==> config.mk <==
export PLATFORM = sky130hd
export DESIGN_NAME = adcop_path
export DESIGN_NICKNAME = d
export VERILOG_FILES = /design/src/logic/adcop_pkg.sv /design/src/logic/adcop_fifo.sv /design/src/logic/adcop_path.sv
export SDC_FILE = /design/constraint.sdc
export NUM_CORES = 1
export LEC_CHECK = 0
export BUFFER_PORTS_ARGS = -buffer_cell sky130_fd_sc_hd__buf_4
export CAP_MARGIN = 25
export CORE_MARGIN = 3
export CORE_UTILIZATION = 57
export CTS_CLUSTER_DIAMETER = 200
export DETAILED_ROUTE_END_ITERATION = 6
export GPL_TIMING_DRIVEN = 0
export PLACE_DENSITY_LB_ADDON = 0.12
export SETUP_SLACK_MARGIN = 0.3
export SYNTH_ARGS = -nofsm -noshare
export SYNTH_HDL_FRONTEND = slang
export SYNTH_SLANG_ARGS = --single-unit
==> constraint.sdc <==
create_clock -name clock -period 7.35 [get_ports clock]
set_clock_uncertainty 0.05 [all_clocks]
set_input_delay 2.205 -clock clock [delete_from_list [all_inputs] [get_ports clock]]
set_output_delay 2.205 -clock clock [all_outputs]
set_load 0.03 [all_outputs]
==> src/logic/adcop_pkg.sv <==
// Shared constants for the converter output-path control block.
// Assumes one sample clock; no software-reachable registers.
package adcop_pkg;
   localparam int unsigned DATA_W         = 12;
   localparam int unsigned FAST_LATENCY   = 10;
   localparam int unsigned PROC_EXTRA     = 3;
   localparam int unsigned SLOW_LATENCY   = FAST_LATENCY + PROC_EXTRA;
   localparam int unsigned GAIN_W         = 4;
   localparam int unsigned GAIN_STEPS     = 13;
   localparam logic [3:0]  GAIN_MAX_CODE  = 4'hC;
   localparam logic [3:0]  GAIN_RESET     = 4'h0;
   localparam int unsigned FIFO_DEPTH     = 8;
   localparam int unsigned FRAC_W         = 14;
   localparam logic [11:0] MID_CODE       = 12'h800;
   localparam logic [11:0] MAX_CODE       = 12'hFFF;
   // Gain factors, 2.14 fixed point: 10^(k*0.5/20) for k=0..12
   localparam logic [15:0] GAIN_TAB [GAIN_STEPS] = '{
      16'h4000, 16'h43CE, 16'h47D6, 16'h4C19, 16'h509C, 16'h5564, 16'h5A67,
      16'h5FB2, 16'h6549, 16'h6B33, 16'h7175, 16'h7817, 16'h7F1E};
   typedef enum logic [2:0] {
      ADCOP_FAST  = 3'h1,
      ADCOP_DRAIN = 3'h2,
      ADCOP_PROC  = 3'h4
   } adcop_mode_e;
endpackage

==> src/logic/adcop_fifo.sv <==
// Small flip-flop FIFO with valid/ready on both sides.
// Assumes a single clock and asynchronous active-high reset.
`timescale 1ns/1ps
`default_nettype none
module adcop_fifo #(
   parameter int unsigned WIDTH = 12,
   parameter int unsigned DEPTH = 8
) (
   input  wire logic             clock,
   input  wire logic             rst,
   input  wire logic             flush,
   input  wire logic             in_valid,
   output logic                  in_ready,
   input  wire logic [WIDTH-1:0] in_data,
   output logic                  out_valid,
   input  wire logic             out_ready,
   output logic      [WIDTH-1:0] out_data
);
   localparam int unsigned AW = $clog2(DEPTH);
   logic [WIDTH-1:0] mem_q [DEPTH];
   logic [AW-1:0]    wr_q;
   logic [AW-1:0]    rd_q;
   logic [AW:0]      cnt_q;
   logic             push;
   logic             pop;

   assign in_ready  = (cnt_q != (AW+1)'(DEPTH));
   assign out_valid = (cnt_q != '0);
   assign push      = in_valid && in_ready;
   assign pop       = out_valid && out_ready;
   assign out_data  = mem_q[rd_q];

   always_ff @(posedge clock or posedge rst) begin
      if (rst) begin
         wr_q  <= '0;
         rd_q  <= '0;
         cnt_q <= '0;
      end else if (flush) begin
         wr_q  <= '0;
         rd_q  <= '0;
         cnt_q <= '0;
      end else begin
         if (push) begin
            wr_q <= (wr_q == AW'(DEPTH-1)) ? '0 : wr_q + 1'b1;
         end
         if (pop) begin
            rd_q <= (rd_q == AW'(DEPTH-1)) ? '0 : rd_q + 1'b1;
         end
         cnt_q <= cnt_q + (AW+1)'(push) - (AW+1)'(pop);
      end
   end

   always_ff @(posedge clock) begin
      if (push) begin
         mem_q[wr_q] <= in_data;
      end
   end
endmodule
`default_nettype wire

==> src/logic/adcop_path.sv <==
// Output-path control: fast bypass, gain stage, output FIFO.
// Assumes raw samples arrive one per clock, synchronous to clock.
//
// Functional notes
// (RULE1) After reset, raw samples reach outputs exactly 10 clocks after capture.
// (RULE2) Fast path bypasses gain and every other digital function; the code still applies the twos_comp_sel output format to it.
// (RULE3) Processed path adds extra pipeline cycles beyond the fast latency.
// (RULE4) Any reset selects the fast path.
// (RULE5) Host sets disable bit before programming gain settings.
// (RULE6) Gain 0 to 6 dB in half-dB steps.
// (RULE7) Setting the disable bit enables gain, starting at 0 dB.
// (RULE8) Gain inactive immediately after reset.
// (RULE9) Full scale shrinks proportionally with gain, 2 Vpp to 1 Vpp.
// (RULE10) A sample is captured on each rising clock edge.
// (RULE11) Output words are 12 bits, offset binary or two's complement.
// (RULE12) Gain code 0..12, one per half dB, code 0 is 0 dB.
// (RULE13) Mode or gain changes act on clock edges; transition words invalid.
`timescale 1ns/1ps
`default_nettype none
module adcop_path (
   input  wire logic        clock,
   input  wire logic        rst,
   input  wire logic [11:0] raw_sample,
   input  wire logic        fast_path_disable_bit,
   input  wire logic [3:0]  gain_code,
   input  wire logic        twos_comp_sel,
   output logic      [11:0] out_data,
   output logic             out_valid,
   input  wire logic        out_ready,
   output logic             overflow,
   output logic             gain_active
);
   localparam int unsigned LAT = adcop_pkg::SLOW_LATENCY;

   // ------------------------------------------------------------
   // Capture and delay line
   // ------------------------------------------------------------
   logic [11:0] dly_q [LAT];
   logic [LAT-1:0] vld_q;
   adcop_pkg::adcop_mode_e mode_q;
   logic [3:0]  gain_q;
   logic        flush;

   always_ff @(posedge clock) begin
      dly_q[0] <= raw_sample; // RULE10
   end
   genvar gi;
   generate
      for (gi = 1; gi < LAT; gi++) begin : g_dly
         always_ff @(posedge clock) begin
            dly_q[gi] <= dly_q[gi-1];
         end
      end
   endgenerate

   // ------------------------------------------------------------
   // Mode control
   // ------------------------------------------------------------
   always_ff @(posedge clock or posedge rst) begin
      if (rst) begin
         mode_q <= adcop_pkg::ADCOP_FAST; // RULE4 RULE8
      end else begin
         case (mode_q)
            adcop_pkg::ADCOP_FAST: begin
               if (fast_path_disable_bit) begin
                  mode_q <= adcop_pkg::ADCOP_DRAIN;
               end
            end
            adcop_pkg::ADCOP_DRAIN: begin
               mode_q <= fast_path_disable_bit ? adcop_pkg::ADCOP_PROC
                                               : adcop_pkg::ADCOP_FAST;
            end
            adcop_pkg::ADCOP_PROC: begin
               if (!fast_path_disable_bit) begin
                  mode_q <= adcop_pkg::ADCOP_DRAIN;
               end
            end
            default: mode_q <= adcop_pkg::ADCOP_FAST;
         endcase
      end
   end

   // Gain held at 0 dB outside processed mode and on leaving it; codes above 12 clamp.
   always_ff @(posedge clock or posedge rst) begin
      if (rst) begin
         gain_q <= adcop_pkg::GAIN_RESET; // RULE7
      end else if (mode_q != adcop_pkg::ADCOP_PROC || !fast_path_disable_bit) begin
         gain_q <= adcop_pkg::GAIN_RESET; // RULE7 RULE8
      end else if (gain_code > adcop_pkg::GAIN_MAX_CODE) begin
         gain_q <= adcop_pkg::GAIN_MAX_CODE; // RULE12
      end else begin
         gain_q <= gain_code; // RULE6 RULE12
      end
   end

   logic [3:0] gain_prev_q;
   always_ff @(posedge clock or posedge rst) begin
      if (rst) begin
         gain_prev_q <= adcop_pkg::GAIN_RESET;
      end else begin
         gain_prev_q <= gain_q;
      end
   end

   // Any mode or gain change invalidates words in flight
   assign flush = (mode_q == adcop_pkg::ADCOP_DRAIN) || (gain_q != gain_prev_q); // RULE13

   always_ff @(posedge clock or posedge rst) begin
      if (rst) begin
         vld_q <= '0;
      end else if (flush) begin
         vld_q <= '0; // RULE13
      end else begin
         vld_q <= {vld_q[LAT-2:0], 1'b1};
      end
   end

   assign gain_active = (mode_q == adcop_pkg::ADCOP_PROC);

   // ------------------------------------------------------------
   // Gain stage: signed around mid code, saturating
   // ------------------------------------------------------------
   logic signed [12:0] ctr;
   logic signed [29:0] prod;
   logic signed [15:0] scaled;
   logic [11:0]        gained;
   logic               sat;
   always_comb begin
      ctr    = $signed({1'b0, dly_q[adcop_pkg::FAST_LATENCY-1]}) -
               $signed({1'b0, adcop_pkg::MID_CODE});
      prod   = 30'(ctr * $signed({1'b0, adcop_pkg::GAIN_TAB[gain_q]})); // RULE9
      scaled = 16'(prod >>> adcop_pkg::FRAC_W);
      sat    = 1'b0;
      if (scaled > 16'sh07FF) begin
         gained = adcop_pkg::MAX_CODE;
         sat    = 1'b1;
      end else if (scaled < -16'sh0800) begin
         gained = 12'h000;
         sat    = 1'b1;
      end else begin
         gained = 12'(scaled) ^ adcop_pkg::MID_CODE;
      end
   end

   // Extra stages of the processed path
   logic [11:0] proc_q [adcop_pkg::PROC_EXTRA];
   logic        sat_q;
   always_ff @(posedge clock) begin
      proc_q[0] <= gained;
   end
   generate
      for (gi = 1; gi < adcop_pkg::PROC_EXTRA; gi++) begin : g_proc
         always_ff @(posedge clock) begin
            proc_q[gi] <= proc_q[gi-1]; // RULE3
         end
      end
   endgenerate
   always_ff @(posedge clock or posedge rst) begin
      if (rst) begin
         sat_q <= 1'b0;
      end else begin
         sat_q <= gain_active && sat;
      end
   end
   assign overflow = sat_q;

   // ------------------------------------------------------------
   // Output select, format and FIFO
   // ------------------------------------------------------------
   logic [11:0] sel_word;
   logic        sel_vld;
   always_comb begin
      if (gain_active) begin
         sel_word = proc_q[adcop_pkg::PROC_EXTRA-1]; // RULE3
         sel_vld  = vld_q[LAT-1];
      end else begin
         sel_word = dly_q[adcop_pkg::FAST_LATENCY-2]; // RULE1 RULE2
         sel_vld  = vld_q[adcop_pkg::FAST_LATENCY-2];
      end
   end

   logic [11:0] fmt_q;
   logic        fmt_vld_q;
   always_ff @(posedge clock or posedge rst) begin
      if (rst) begin
         fmt_q     <= '0;
         fmt_vld_q <= 1'b0;
      end else begin
         fmt_q     <= twos_comp_sel ? {~sel_word[11], sel_word[10:0]} : sel_word; // RULE11
         fmt_vld_q <= sel_vld && !flush;
      end
   end

   // Fast path total: capture, 8 stages, format, FIFO write = 11 edges.
   adcop_fifo #(
      .WIDTH (adcop_pkg::DATA_W),
      .DEPTH (adcop_pkg::FIFO_DEPTH)
   ) i_adcop_fifo (
      .clock     (clock),
      .rst       (rst),
      .flush     (flush),
      .in_valid  (fmt_vld_q),
      .in_ready  (),
      .in_data   (fmt_q),
      .out_valid (out_valid),
      .out_ready (out_ready),
      .out_data  (out_data)
   );

   // ------------------------------------------------------------
   // Checks
   // ------------------------------------------------------------
   property p_reset_fast;
      @(posedge clock) $fell(rst) |-> mode_q == adcop_pkg::ADCOP_FAST;
   endproperty
   a_reset_fast: assert property (p_reset_fast) else $error("not fast after reset"); // RULE4

   property p_gain_off;
      @(posedge clock) disable iff (rst) !fast_path_disable_bit |=> !gain_active;
   endproperty
   a_gain_off: assert property (p_gain_off) else $error("gain active in fast mode"); // RULE8

   property p_gain_zero;
      @(posedge clock) disable iff (rst) !gain_active |-> gain_q == adcop_pkg::GAIN_RESET;
   endproperty
   a_gain_zero: assert property (p_gain_zero) else $error("gain not 0 dB"); // RULE7

   property p_gain_range;
      @(posedge clock) disable iff (rst) gain_q <= adcop_pkg::GAIN_MAX_CODE;
   endproperty
   a_gain_range: assert property (p_gain_range) else $error("gain code out of range"); // RULE6

   property p_fast_lat;
      @(posedge clock) disable iff (rst)
         (!gain_active && !flush && vld_q[adcop_pkg::FAST_LATENCY-2] && !twos_comp_sel)
         |=> fmt_q == $past(raw_sample, adcop_pkg::FAST_LATENCY);
   endproperty
   a_fast_lat: assert property (p_fast_lat) else $error("fast latency wrong"); // RULE1 RULE2

   property p_flush_inval;
      @(posedge clock) disable iff (rst) flush |=> !fmt_vld_q;
   endproperty
   a_flush_inval: assert property (p_flush_inval) else $error("word valid in transition"); // RULE13

   property p_proc_zero_db;
      @(posedge clock) disable iff (rst)
         (gain_active && gain_q == adcop_pkg::GAIN_RESET)
         |-> gained == dly_q[adcop_pkg::FAST_LATENCY-1];
   endproperty
   a_proc_zero_db: assert property (p_proc_zero_db) else $error("0 dB not unity"); // RULE9

   property p_enter_proc;
      @(posedge clock) disable iff (rst)
         (mode_q == adcop_pkg::ADCOP_FAST && fast_path_disable_bit) ##1 fast_path_disable_bit
         |=> gain_active;
   endproperty
   a_enter_proc: assert property (p_enter_proc) else $error("gain not enabled"); // RULE7

   c_fast_out: cover property (@(posedge clock) disable iff (rst) !gain_active && out_valid);
   c_proc_out: cover property (@(posedge clock) disable iff (rst) gain_active && out_valid);
   c_max_gain: cover property (@(posedge clock) disable iff (rst)
                               gain_q == adcop_pkg::GAIN_MAX_CODE);
   c_sat:      cover property (@(posedge clock) disable iff (rst) overflow);
endmodule
`default_nettype wire

==> flow_metrics.env, run 1 <==
export IMPL_async_reset_ff_share_pct=16.0
export IMPL_worstPathMaxFanout=5
export IMPL_htreeDepth=1
export IMPL_end_kind="register"
export IMPL_r2r_start="gain_q[1]"
export IMPL_syn_area_um2=15400
export IMPL_yosysTopAreaCell="dfxtp_1"
export IMPL_post_synth_cell_area_avg_um2=12.5
export IMPL_drtIter0Drc=475
export IMPL_dp_slack_ps=-1140
export IMPL_maxCapViolations=0
export IMPL_vias=9040
export IMPL_max_vdd_ir_drop_mv=0.273
export IMPL_setup_ws_ps=274
export IMPL_final_cell_area_um2=18000
export IMPL_io_pin_count=36
export IMPL_num_nets_final=1618
export IMPL_clock_path_buffers=3
export IMPL_antenna_found_initial=1
export IMPL_dieWidth_um=170
export IMPL_synth_common_cells="165 x inv_1, 156 x dfxtp_1, 143 x fa_1, 124 x nand2_1, 110 x ha_1"
export IMPL_min_from="proc_q[0][7]"
export IMPL_synth_top_flop_cell="dfxtp_1"
export IMPL_grt_usage_pct=22.3
export IMPL_grt_pass1_vias=9442
export IMPL_fp_dieH_um=170
export IMPL_core_area_um2=26300
export IMPL_finalCritPeriodShare_pct=96.3
export IMPL_grt_setup_unrepaired="true"
export IMPL_criticalPathCategory="register to register"
export IMPL_place_area_um2=16200
export IMPL_grt_max_degree=30
export IMPL_grt_pass1_wl_mm=50.3
export IMPL_synth_warnings=0
export IMPL_synth_edf_count=96
export IMPL_slowest_stage="fa_2"
export IMPL_clk_pin_slew_ps=70
export IMPL_crit_path_start_kind="register"
export IMPL_critical_path_arrival_ps=7410
export IMPL_min_path_type="register to register"
export IMPL_cts_hold_buf=0
export IMPL_crit_top_cell="fa_1"
export IMPL_die_area_um2=29000
export IMPL_numCtsBuffers=26
export IMPL_hold_viol=0
export IMPL_slew_violations=0
export IMPL_core_rowCount=59
export IMPL_wl_per_cell_um=18.5
export IMPL_tightest_slew_ps=964
export IMPL_yosys_top_cells_area="dfxtp_1 20%, edfxtp_1 19%, fa_1 19%, ha_1 9.0%, dfrtp_1 7.7%"
export IMPL_synth_seq_cells=300
export IMPL_slew_limit_headroom_pct=35.5
export IMPL_powerDensity_nw_per_um2=257
export IMPL_clkSinkCount=300
export IMPL_syn_num_nets=1499
export IMPL_clk_latency_ps=530
export IMPL_gp_congestion=0.864
export IMPL_root_buffer="clkbuf_16"
export IMPL_fmax_ghz=0.141
export IMPL_wl_mm=31.4
export IMPL_synth_most_common_cell="inv_1"
export IMPL_viasPerCell=5.32
export IMPL_cts_tree="built"
export IMPL_crit_required_ps=7680
export IMPL_drive_above_1_share_pct=21.8
export IMPL_area_growth_pct=17.1
export IMPL_dr_pass1_iters=5
export IMPL_status="finished clean"
export IMPL_finalSetupViolations=0
export IMPL_cellLeakagePower_nw=8.00
export IMPL_ys_seq_area_share_pct=46.9
export IMPL_slowest_delay_ps=550
export IMPL_dpl_hpwl_mm=22.4
export IMPL_start_util_pct=58.5
export IMPL_cp_startpoint="gain_q[1]"
export IMPL_ys_types=54
export IMPL_layout_min_cycle_time_ps=7080
export IMPL_port_buffers=35
export IMPL_synthCells=1225
export IMPL_synth_top_area_share_pct=20.3
export IMPL_detail_route_antenna_nets=0
export IMPL_drcViolationCount=0
export IMPL_overflow=0
==> placed cells by master (no fill, tap or decap), types with 9 or more instances in the layout <==
master,synthesis,routed
clkbuf_16,0,28
inv_1,165,157
clkbuf_1,37,24
dfrtp_1,47,45
nand2_1,124,124
nor2_1,48,42
buf_4,1,70
edfxtp_1,96,96
mux4_2,24,24
buf_6,2,21
and2_1,81,76
ha_1,110,101
fa_1,143,135
dfxtp_1,156,156
mux2_2,25,25
xor2_1,9,9
nand2b_1,9,9
a21oi_2,0,9
a21oi_1,30,20
==> area by class of cell <==
type                       count  area [µm²]
sequential                   300        7210
timing repair buffer          91         826
tap                          335         419
antenna                        1        2.50
buffer                        43         302
inverter                     165         624
clock buffer                  38         763
clock inverter                10         103
fill                        1900        8280
multi-input combinational    717        7750
==> stage by stage <==
stage	utilization [%]	hold WS, ps	TNS (ps)	std cells	total power, mW
6_report	68.5	274	0	1700	4.62
5_1_grt	68.5	280	0	1699	4.87
4_1_cts	66.8	275	0	1677	4.62
3_5_place_dp	61.5	262	-12070	1604	3.24
3_3_place_gp	61.1	260	-11310	1595	3.20
2_1_floorplan	-	260	0	1225	2.88
==> critical path, delay by kind of cell (launching register included) <==
kind | cells | cell delay (ps)
AOI/OAI and AO/OA | 9 | 1430
and+or+nand+nor | 5 | 660
adders and majority gates | 8 | 3340
DFF | 1 | 460
buffers and inverters | 8 | 980
==> per-layer routing <==
layer	up-vias	wire length, µm	GRT usage (%)
li1	4214	-	-
met3	53	1570	3.18
met1	4559	13900	32.6
met4	0	731	4.51
met2	214	15200	36.4
met5	-	0	0
==> sequential cells by signal (all words and copies together), names as in the netlist, 4 cells and up <==
| name | count |
|---|---|
| vld_q | 13 |
| gain_prev_q | 4 |
| gain_q | 4 |
| proc_q | 36 |
| i_adcop_fifo.cnt_q | 4 |
| dly_q | 120 |
| i_adcop_fifo.mem_q | 96 |
| fmt_q | 12 |
==> power by group <==
group	internal (mW)	leakage, nW	switching, mW
clock	0.765	0.432	0.570
sequential	1.95	2.77	0.0921
combinational	0.556	4.81	0.679
total	3.28	8.00	1.34
==> cell families after synthesis <==
group	count (synthesis)	synth area share, %
multiplexers	53	5.61
XOR/XNOR	19	1.13
AND/OR/NAND/NOR	306	9.64
adder cells (fa/ha/maj)	253	27.6
buffers and inverters	208	5.21
AO/OA/AOI/OAI	86	3.96
flip-flops	300	46.9
==> path summary, 6_finish.rpt <==
kind | endpoint | slack (ps) | cells past startpoint
max | proc_q[0][0] | 270 | 30
min | proc_q[0][19] | 270 | 0
max reg2reg | proc_q[0][0] | 270 | 30
min reg2reg | proc_q[0][19] | 270 | 0
max in group asynchronous | fmt_q[2] | 5050 | 3
min in group asynchronous | mode_q[1] | 1660 | 2
==> repair_timing <==
item / 4_1_cts / 5_1_grt
buffers inserted: 23 / 20
endpoints found under the setup margin: 13 / 12
cloned: 2 / 1
pin swaps: 22 / 34
resized for setup: 85 / 72
Note: power is estimated with default switching activity, not from simulation.
==> inputs of run 2 (changes only) <==
Settings changed: SETUP_SLACK_MARGIN 0.3 to unset.
==> run 2 against run 1 <==
Net effect: cell count shrank 1.7%; routed wire length shrank 5.1%; count of clock-buffer cells in the layout is the same; non-clock buffer count shrank 29; die area is the same; critical endpoint is now proc_q[0][9].
==> flow_metrics.env, run 2 (synthesis results as in run 1) <==
export IMPL_num_nets_final=1590
export IMPL_start_util_pct=58.5
export IMPL_critical_path_arrival_ps=7450
export IMPL_status="finished clean"
export IMPL_top_regs="dly_q (120), i_adcop_fifo.mem_q (96), proc_q (36)"
export IMPL_cts_tree="built"
export IMPL_dp_slack_ps=-1140
export IMPL_dieWidth_um=170
export IMPL_crit_path_start_kind="register"
export IMPL_min_path_type="register to register"
export IMPL_final_cell_mix="162 x inv_1, 156 x dfxtp_1, 142 x fa_1"
export IMPL_antenna_found_initial=1
export IMPL_cts_hold_buf=0
export IMPL_slew_violations=0
export IMPL_layout_commonest_cell="inv_1"
export IMPL_critPathBufInv=7
export IMPL_drcViolationCount=0
export IMPL_grt_usage_pct=21.6
export IMPL_seq_power_share_pct=44.9
export IMPL_holdPathStages=0
export IMPL_clkSinkCount=300
export IMPL_tightest_slew_ps=941
export IMPL_hold_viol=0
export IMPL_port_buffers=35
export IMPL_htreeDepth=1
export IMPL_detail_route_antenna_nets=0
export IMPL_vias=8859
export IMPL_overflow=0
export IMPL_maxCapViolations=0
export IMPL_clock_path_buffers=3
export IMPL_gp_congestion=0.864
export IMPL_reg2regPathDepth=28
export IMPL_instances_no_fill=1671
export IMPL_slowest_stage="fa_1"
export IMPL_dr_pass1_iters=5
export IMPL_swShare_pct=28.7
export IMPL_final_cell_area_um2=17500
export IMPL_finalPower_mw=4.56
export IMPL_drive_above_1_share_pct=17.1
export IMPL_core_rowCount=59
export IMPL_io_pin_count=36
export IMPL_finalCritPeriodShare_pct=96.6
export IMPL_diodes=0
export IMPL_place_area_um2=16200
export IMPL_crit_required_ps=7700
export IMPL_wl_mm=29.8
export IMPL_fp_dieH_um=170
export IMPL_dp_cells=1604
export IMPL_criticalPathCategory="register to register"
export IMPL_numCtsBuffers=26
export IMPL_internal_power_mw=3.25
export IMPL_power_switching_mw=1.31
export IMPL_fmax_ghz=0.141
export IMPL_root_buffer="clkbuf_16"
export IMPL_path_depth=28
export IMPL_worstPathMaxFanout=5
export IMPL_clk_pin_slew_ps=70
export IMPL_drtIter0Drc=422
export IMPL_powerDensity_nw_per_um2=261
export IMPL_crit_family="adder cells"
export IMPL_combPwrFrac_pct=26.0
export IMPL_area_growth_pct=13.6
export IMPL_grt_pass1_vias=9262
export IMPL_end_kind="register"
export IMPL_die_area_um2=29000
export IMPL_grt_max_degree=30
export IMPL_largest_reg_flops=120
export IMPL_wl_per_cell_um=17.8
export IMPL_clk_latency_ps=520
export IMPL_viasPerCell=5.30
export IMPL_slew_limit_headroom_pct=37.0
export IMPL_crit_top_cell="fa_1"
export IMPL_cellLeakagePower_nw=7.83
export IMPL_largest_register="dly_q"
export IMPL_setup_ws_ps=250
export IMPL_core_area_um2=26300
export IMPL_n_fill_cell=1983
export IMPL_layout_min_cycle_time_ps=7100
export IMPL_finalSetupViolations=0
export IMPL_grt_pass1_wl_mm=48.7
export IMPL_dpl_hpwl_mm=22.4
export IMPL_slowest_delay_ps=560
export IMPL_max_vdd_ir_drop_mv=0.299
export IMPL_clockPowerShare_pct=29.2
[run 2: cell type report]
class | instances | area, µm² | area share [%]
inverters | 165 | 624 | 3.57
well taps | 335 | 419 | 2.40
flip-flops and latches | 300 | 7210 | 41.3
repair buffers | 66 | 572 | 3.27
clock inverters | 10 | 103 | 0.587
plain buffers | 39 | 225 | 1.29
clock buffers | 38 | 763 | 4.37
multi-input cells | 718 | 7550 | 43.2
[run 2: per-stage QoR]
stage / TNS, ps / utilization, % / hold slack [ps]
6_report: 0 / 66.5 / 273
4_1_cts: -78.6 / 65.4 / 275
3_3_place_gp: -11310 / 61.1 / 260
2_1_floorplan: 0 / - / 260
3_5_place_dp: -12070 / 61.5 / 262
5_1_grt: -286 / 66.5 / 279
[run 2: power by group through the flow]
stage                     combinational [mW]  sequential [mW]  clock (mW)
after floorplan                        0.838             2.04           0
after global placement                  1.12             2.07           0
after detailed placement                1.16             2.08           0
after CTS                               1.19             2.05        1.36
after global routing                    1.32             2.07        1.43
final                                   1.18             2.05        1.33
[run 2: metal layers]
| metal | global-route usage (%) | vias to the layer above | routed length, µm |
|---|---|---|---|
| met5 | 0 | - | 0 |
| met4 | 4.16 | 0 | 529 |
| met3 | 3.07 | 46 | 1630 |
| met2 | 35.1 | 222 | 14200 |
| met1 | 31.7 | 4432 | 13400 |
| li1 | - | 4159 | - |
[run 2: final timing paths]
kind / from / slack (ps) / to
max: gain_q[0] / 250 / proc_q[0][9]
min: dly_q[1][10] / 270 / dly_q[1][22]
max reg2reg: gain_q[0] / 250 / proc_q[0][9]
min reg2reg: dly_q[1][10] / 270 / dly_q[1][22]
max in group asynchronous: rst / 5060 / fmt_q[2]
min in group asynchronous: rst / 1660 / mode_q[1]
[run 2: timing repair]
item	4_1_cts	5_1_grt
pin swaps	7	10
cloned	0	3
endpoints found under the setup margin	13	12
buffers inserted	6	13
resized for setup	36	48
==> inputs of run 3 (changes only) <==
Settings changed: CORE_UTILIZATION 57 to 55, SYNTH_HIERARCHICAL set to 1.
==> run 3 against run 2 <==
Net effect: routed wire length grew 7.4%; synthesized area up 3.6%; utilization down 2.4 points; final area rose by 3.4%; critical path type unchanged; largest power group unchanged.
==> flow_metrics.env, run 3 <==
export IMPL_syn_area_um2=15900
export IMPL_crit_top_cell="fa_1"
export IMPL_cts_tree="built"
export IMPL_tightest_slew_ps=856
export IMPL_worstPathMaxFanout=10
export IMPL_max_vdd_ir_drop_mv=0.213
export IMPL_crit_required_ps=7720
export IMPL_area_growth_pct=13.4
export IMPL_synth_seq_cells=300
export IMPL_grt_pass1_vias=9873
export IMPL_finalCritPeriodShare_pct=96.7
export IMPL_largest_reg_flops=120
export IMPL_setup_ws_ps=240
export IMPL_fmax_ghz=0.141
export IMPL_slew_violations=0
export IMPL_numCtsBuffers=27
export IMPL_slew_limit_headroom_pct=42.8
export IMPL_async_reset_ff_share_pct=16.0
export IMPL_grt_max_degree=39
export IMPL_fp_dieH_um=176
export IMPL_drive_above_1_share_pct=14.7
export IMPL_grt_met1_usage_pct=33.3
export IMPL_slowest_stage="fa_1"
export IMPL_synthCells=1298
export IMPL_io_pin_count=36
export IMPL_critPathBufInv=5
export IMPL_clk_pin_slew_ps=70
export IMPL_post_synth_cell_area_avg_um2=12.3
export IMPL_timing_hold_ws_ps=273
export IMPL_wl_per_cell_um=18.0
export IMPL_layout_min_cycle_time_ps=7110
export IMPL_finalSetupViolations=0
export IMPL_dr_pass1_iters=6
export IMPL_synth_warnings=6
export IMPL_synth_most_common_cell="inv_1"
export IMPL_crit_path_start_kind="register"
export IMPL_synth_top_area_share_pct=19.6
export IMPL_grt_pass1_wl_mm=52.7
export IMPL_core_rowCount=61
export IMPL_syn_num_nets=1572
export IMPL_end_kind="register"
export IMPL_drtIter0Drc=667
export IMPL_grt_busiest_layer="met2"
export IMPL_ys_types=62
export IMPL_critical_path_arrival_ps=7480
export IMPL_root_buffer="clkbuf_16"
export IMPL_use_met3_pct=2.58
export IMPL_antenna_found_initial=1
export IMPL_crit_family="adder cells"
export IMPL_dp_slack_ps=-991
export IMPL_layout_commonest_cell="inv_1"
export IMPL_port_buffers=35
export IMPL_gp_congestion=0.870
export IMPL_yosys_top_cells_area="dfxtp_1 20%, edfxtp_1 18%, fa_1 18%, ha_1 8.6%, dfrtp_1 7.4%"
export IMPL_crit_chain="buf_2 > nand2b_1 > o21ai_2 > clkbuf_4 > nand2_1 > fa_1 > fa_1 > inv_1 > fa_1 > fa_1 > fa_1 > inv_1 > fa_1 > inv_1 > ha_4 > and2_1 > a32o_1 > nand3_1 > a31oi_2 > o21a_1 > or3_4 > a32o_2 > a21boi_1"
export IMPL_clkSinkCount=300
export IMPL_synth_top_flop_cell="dfxtp_1"
export IMPL_slowest_delay_ps=550
export IMPL_top_regs="dly_q (120), i_adcop_fifo/mem_q (96), proc_q (36)"
export IMPL_num_nets_final=1652
export IMPL_start_util_pct=56.5
export IMPL_finalPower_mw=4.71
export IMPL_status="finished clean"
export IMPL_ys_seq_area_share_pct=45.3
export IMPL_die_area_um2=31000
export IMPL_dpl_hpwl_mm=24.6
export IMPL_largest_register="dly_q"
export IMPL_overflow=0
export IMPL_wl_mm=32.0
export IMPL_yosysTopAreaCell="dfxtp_1"
export IMPL_synth_common_cells="169 x inv_1, 156 x dfxtp_1, 143 x fa_1, 110 x ha_1, 107 x nand2_1"
export IMPL_detail_route_antenna_nets=0
export IMPL_drcViolationCount=0
export IMPL_clock_path_buffers=3
export IMPL_cellLeakagePower_nw=8.05
export IMPL_grt_usage_pct=21.6
export IMPL_htreeDepth=1
export IMPL_dieWidth_um=176
export IMPL_viasPerCell=5.37
export IMPL_hold_viol=0
export IMPL_criticalPathCategory="register to register"
export IMPL_maxCapViolations=0
export IMPL_n_fill_cell=2190
export IMPL_min_path_type="register to register"
export IMPL_clk_latency_ps=530
export IMPL_final_cell_mix="166 x inv_1, 156 x dfxtp_1, 143 x fa_1"
export IMPL_core_area_um2=28200
export IMPL_met2_usage_pct=33.8
export IMPL_vias=9540
export IMPL_powerDensity_nw_per_um2=261
export IMPL_synth_edf_count=96
==> run 3: routing by layer <==
layer  up-vias  part of all wire [%]  wire [µm]
met1      4776                    47      15000
met3        38                   6.1       1950
met2       273                    45      14500
met5         -                     0          0
met4         0                   1.7        542
li1       4453                     -          -
==> run 3: worst paths after layout <==
kind	start	end	slack (ps)	depth (start not counted)
setup / recovery	gain_q[2]	overflow	240	23
hold / removal	proc_q[0][13]	proc_q[0][25]	270	0
setup reg to reg	gain_q[2]	overflow	240	23
hold reg to reg	proc_q[0][13]	proc_q[0][25]	270	0
max in group asynchronous	rst	gain_q[0]	4850	2
min in group asynchronous	rst	i_adcop_fifo/wr_q[0]	1620	2
==> run 3: timing repair <==
item | 4_1_cts | 5_1_grt
gates cloned | 0 | 1
buffers inserted | 7 | 5
endpoints found under the setup margin | 13 | 12
pin swaps | 2 | 13
hold buffers | 0 | 0
resized for setup | 58 | 37
==> run 3: cell type report <==
type / count / area, µm² / share of cell area [%]
diodes: 1 / 2.50 / 0.0139
plain buffers: 48 / 309 / 1.71
clock buffers: 43 / 818 / 4.53
clock inverters: 5 / 66.3 / 0.367
inverters: 169 / 637 / 3.53
multi-input cells: 776 / 8070 / 44.7
flip-flops and latches: 300 / 7210 / 39.9
well taps: 378 / 473 / 2.62
repair buffers: 56 / 472 / 2.61
==> run 3: stage by stage <==
| stage | std cells | utilization, % | TNS, ps | cell area [µm²] |
|---|---|---|---|---|
| after floorplan | 1298 | - | 0 | 15900 |
| after global placement | 1711 | 59.2 | -11400 | 16700 |
| after detailed placement | 1719 | 59.5 | -12010 | 16800 |
| after CTS | 1772 | 63.5 | 0 | 17900 |
| after global routing | 1775 | 64.1 | -300 | 18100 |
| final | 1776 | 64.1 | 0 | 18100 |
==> run 3: logic make-up (layout without fill, tap and decap cells) <==
kind of cell	after synthesis	after routing	share of synthesized area [%]
xor gates and xnor gates	20	20	1.10
DFF	300	300	45.3
other	0	1	0
buffers and inverters	222	321	5.54
adders and majority gates	253	253	26.6
and+or+nand+nor	327	327	10.3
muxes	54	54	5.96
AOI/OAI and AO/OA	122	122	5.19
==> run 3: where the power goes <==
part | internal, mW | switching [mW] | total [mW]
Combinational | 0.574 | 0.729 | 1.30
Clock | 0.800 | 0.558 | 1.36
Sequential | 1.95 | 0.0973 | 2.05
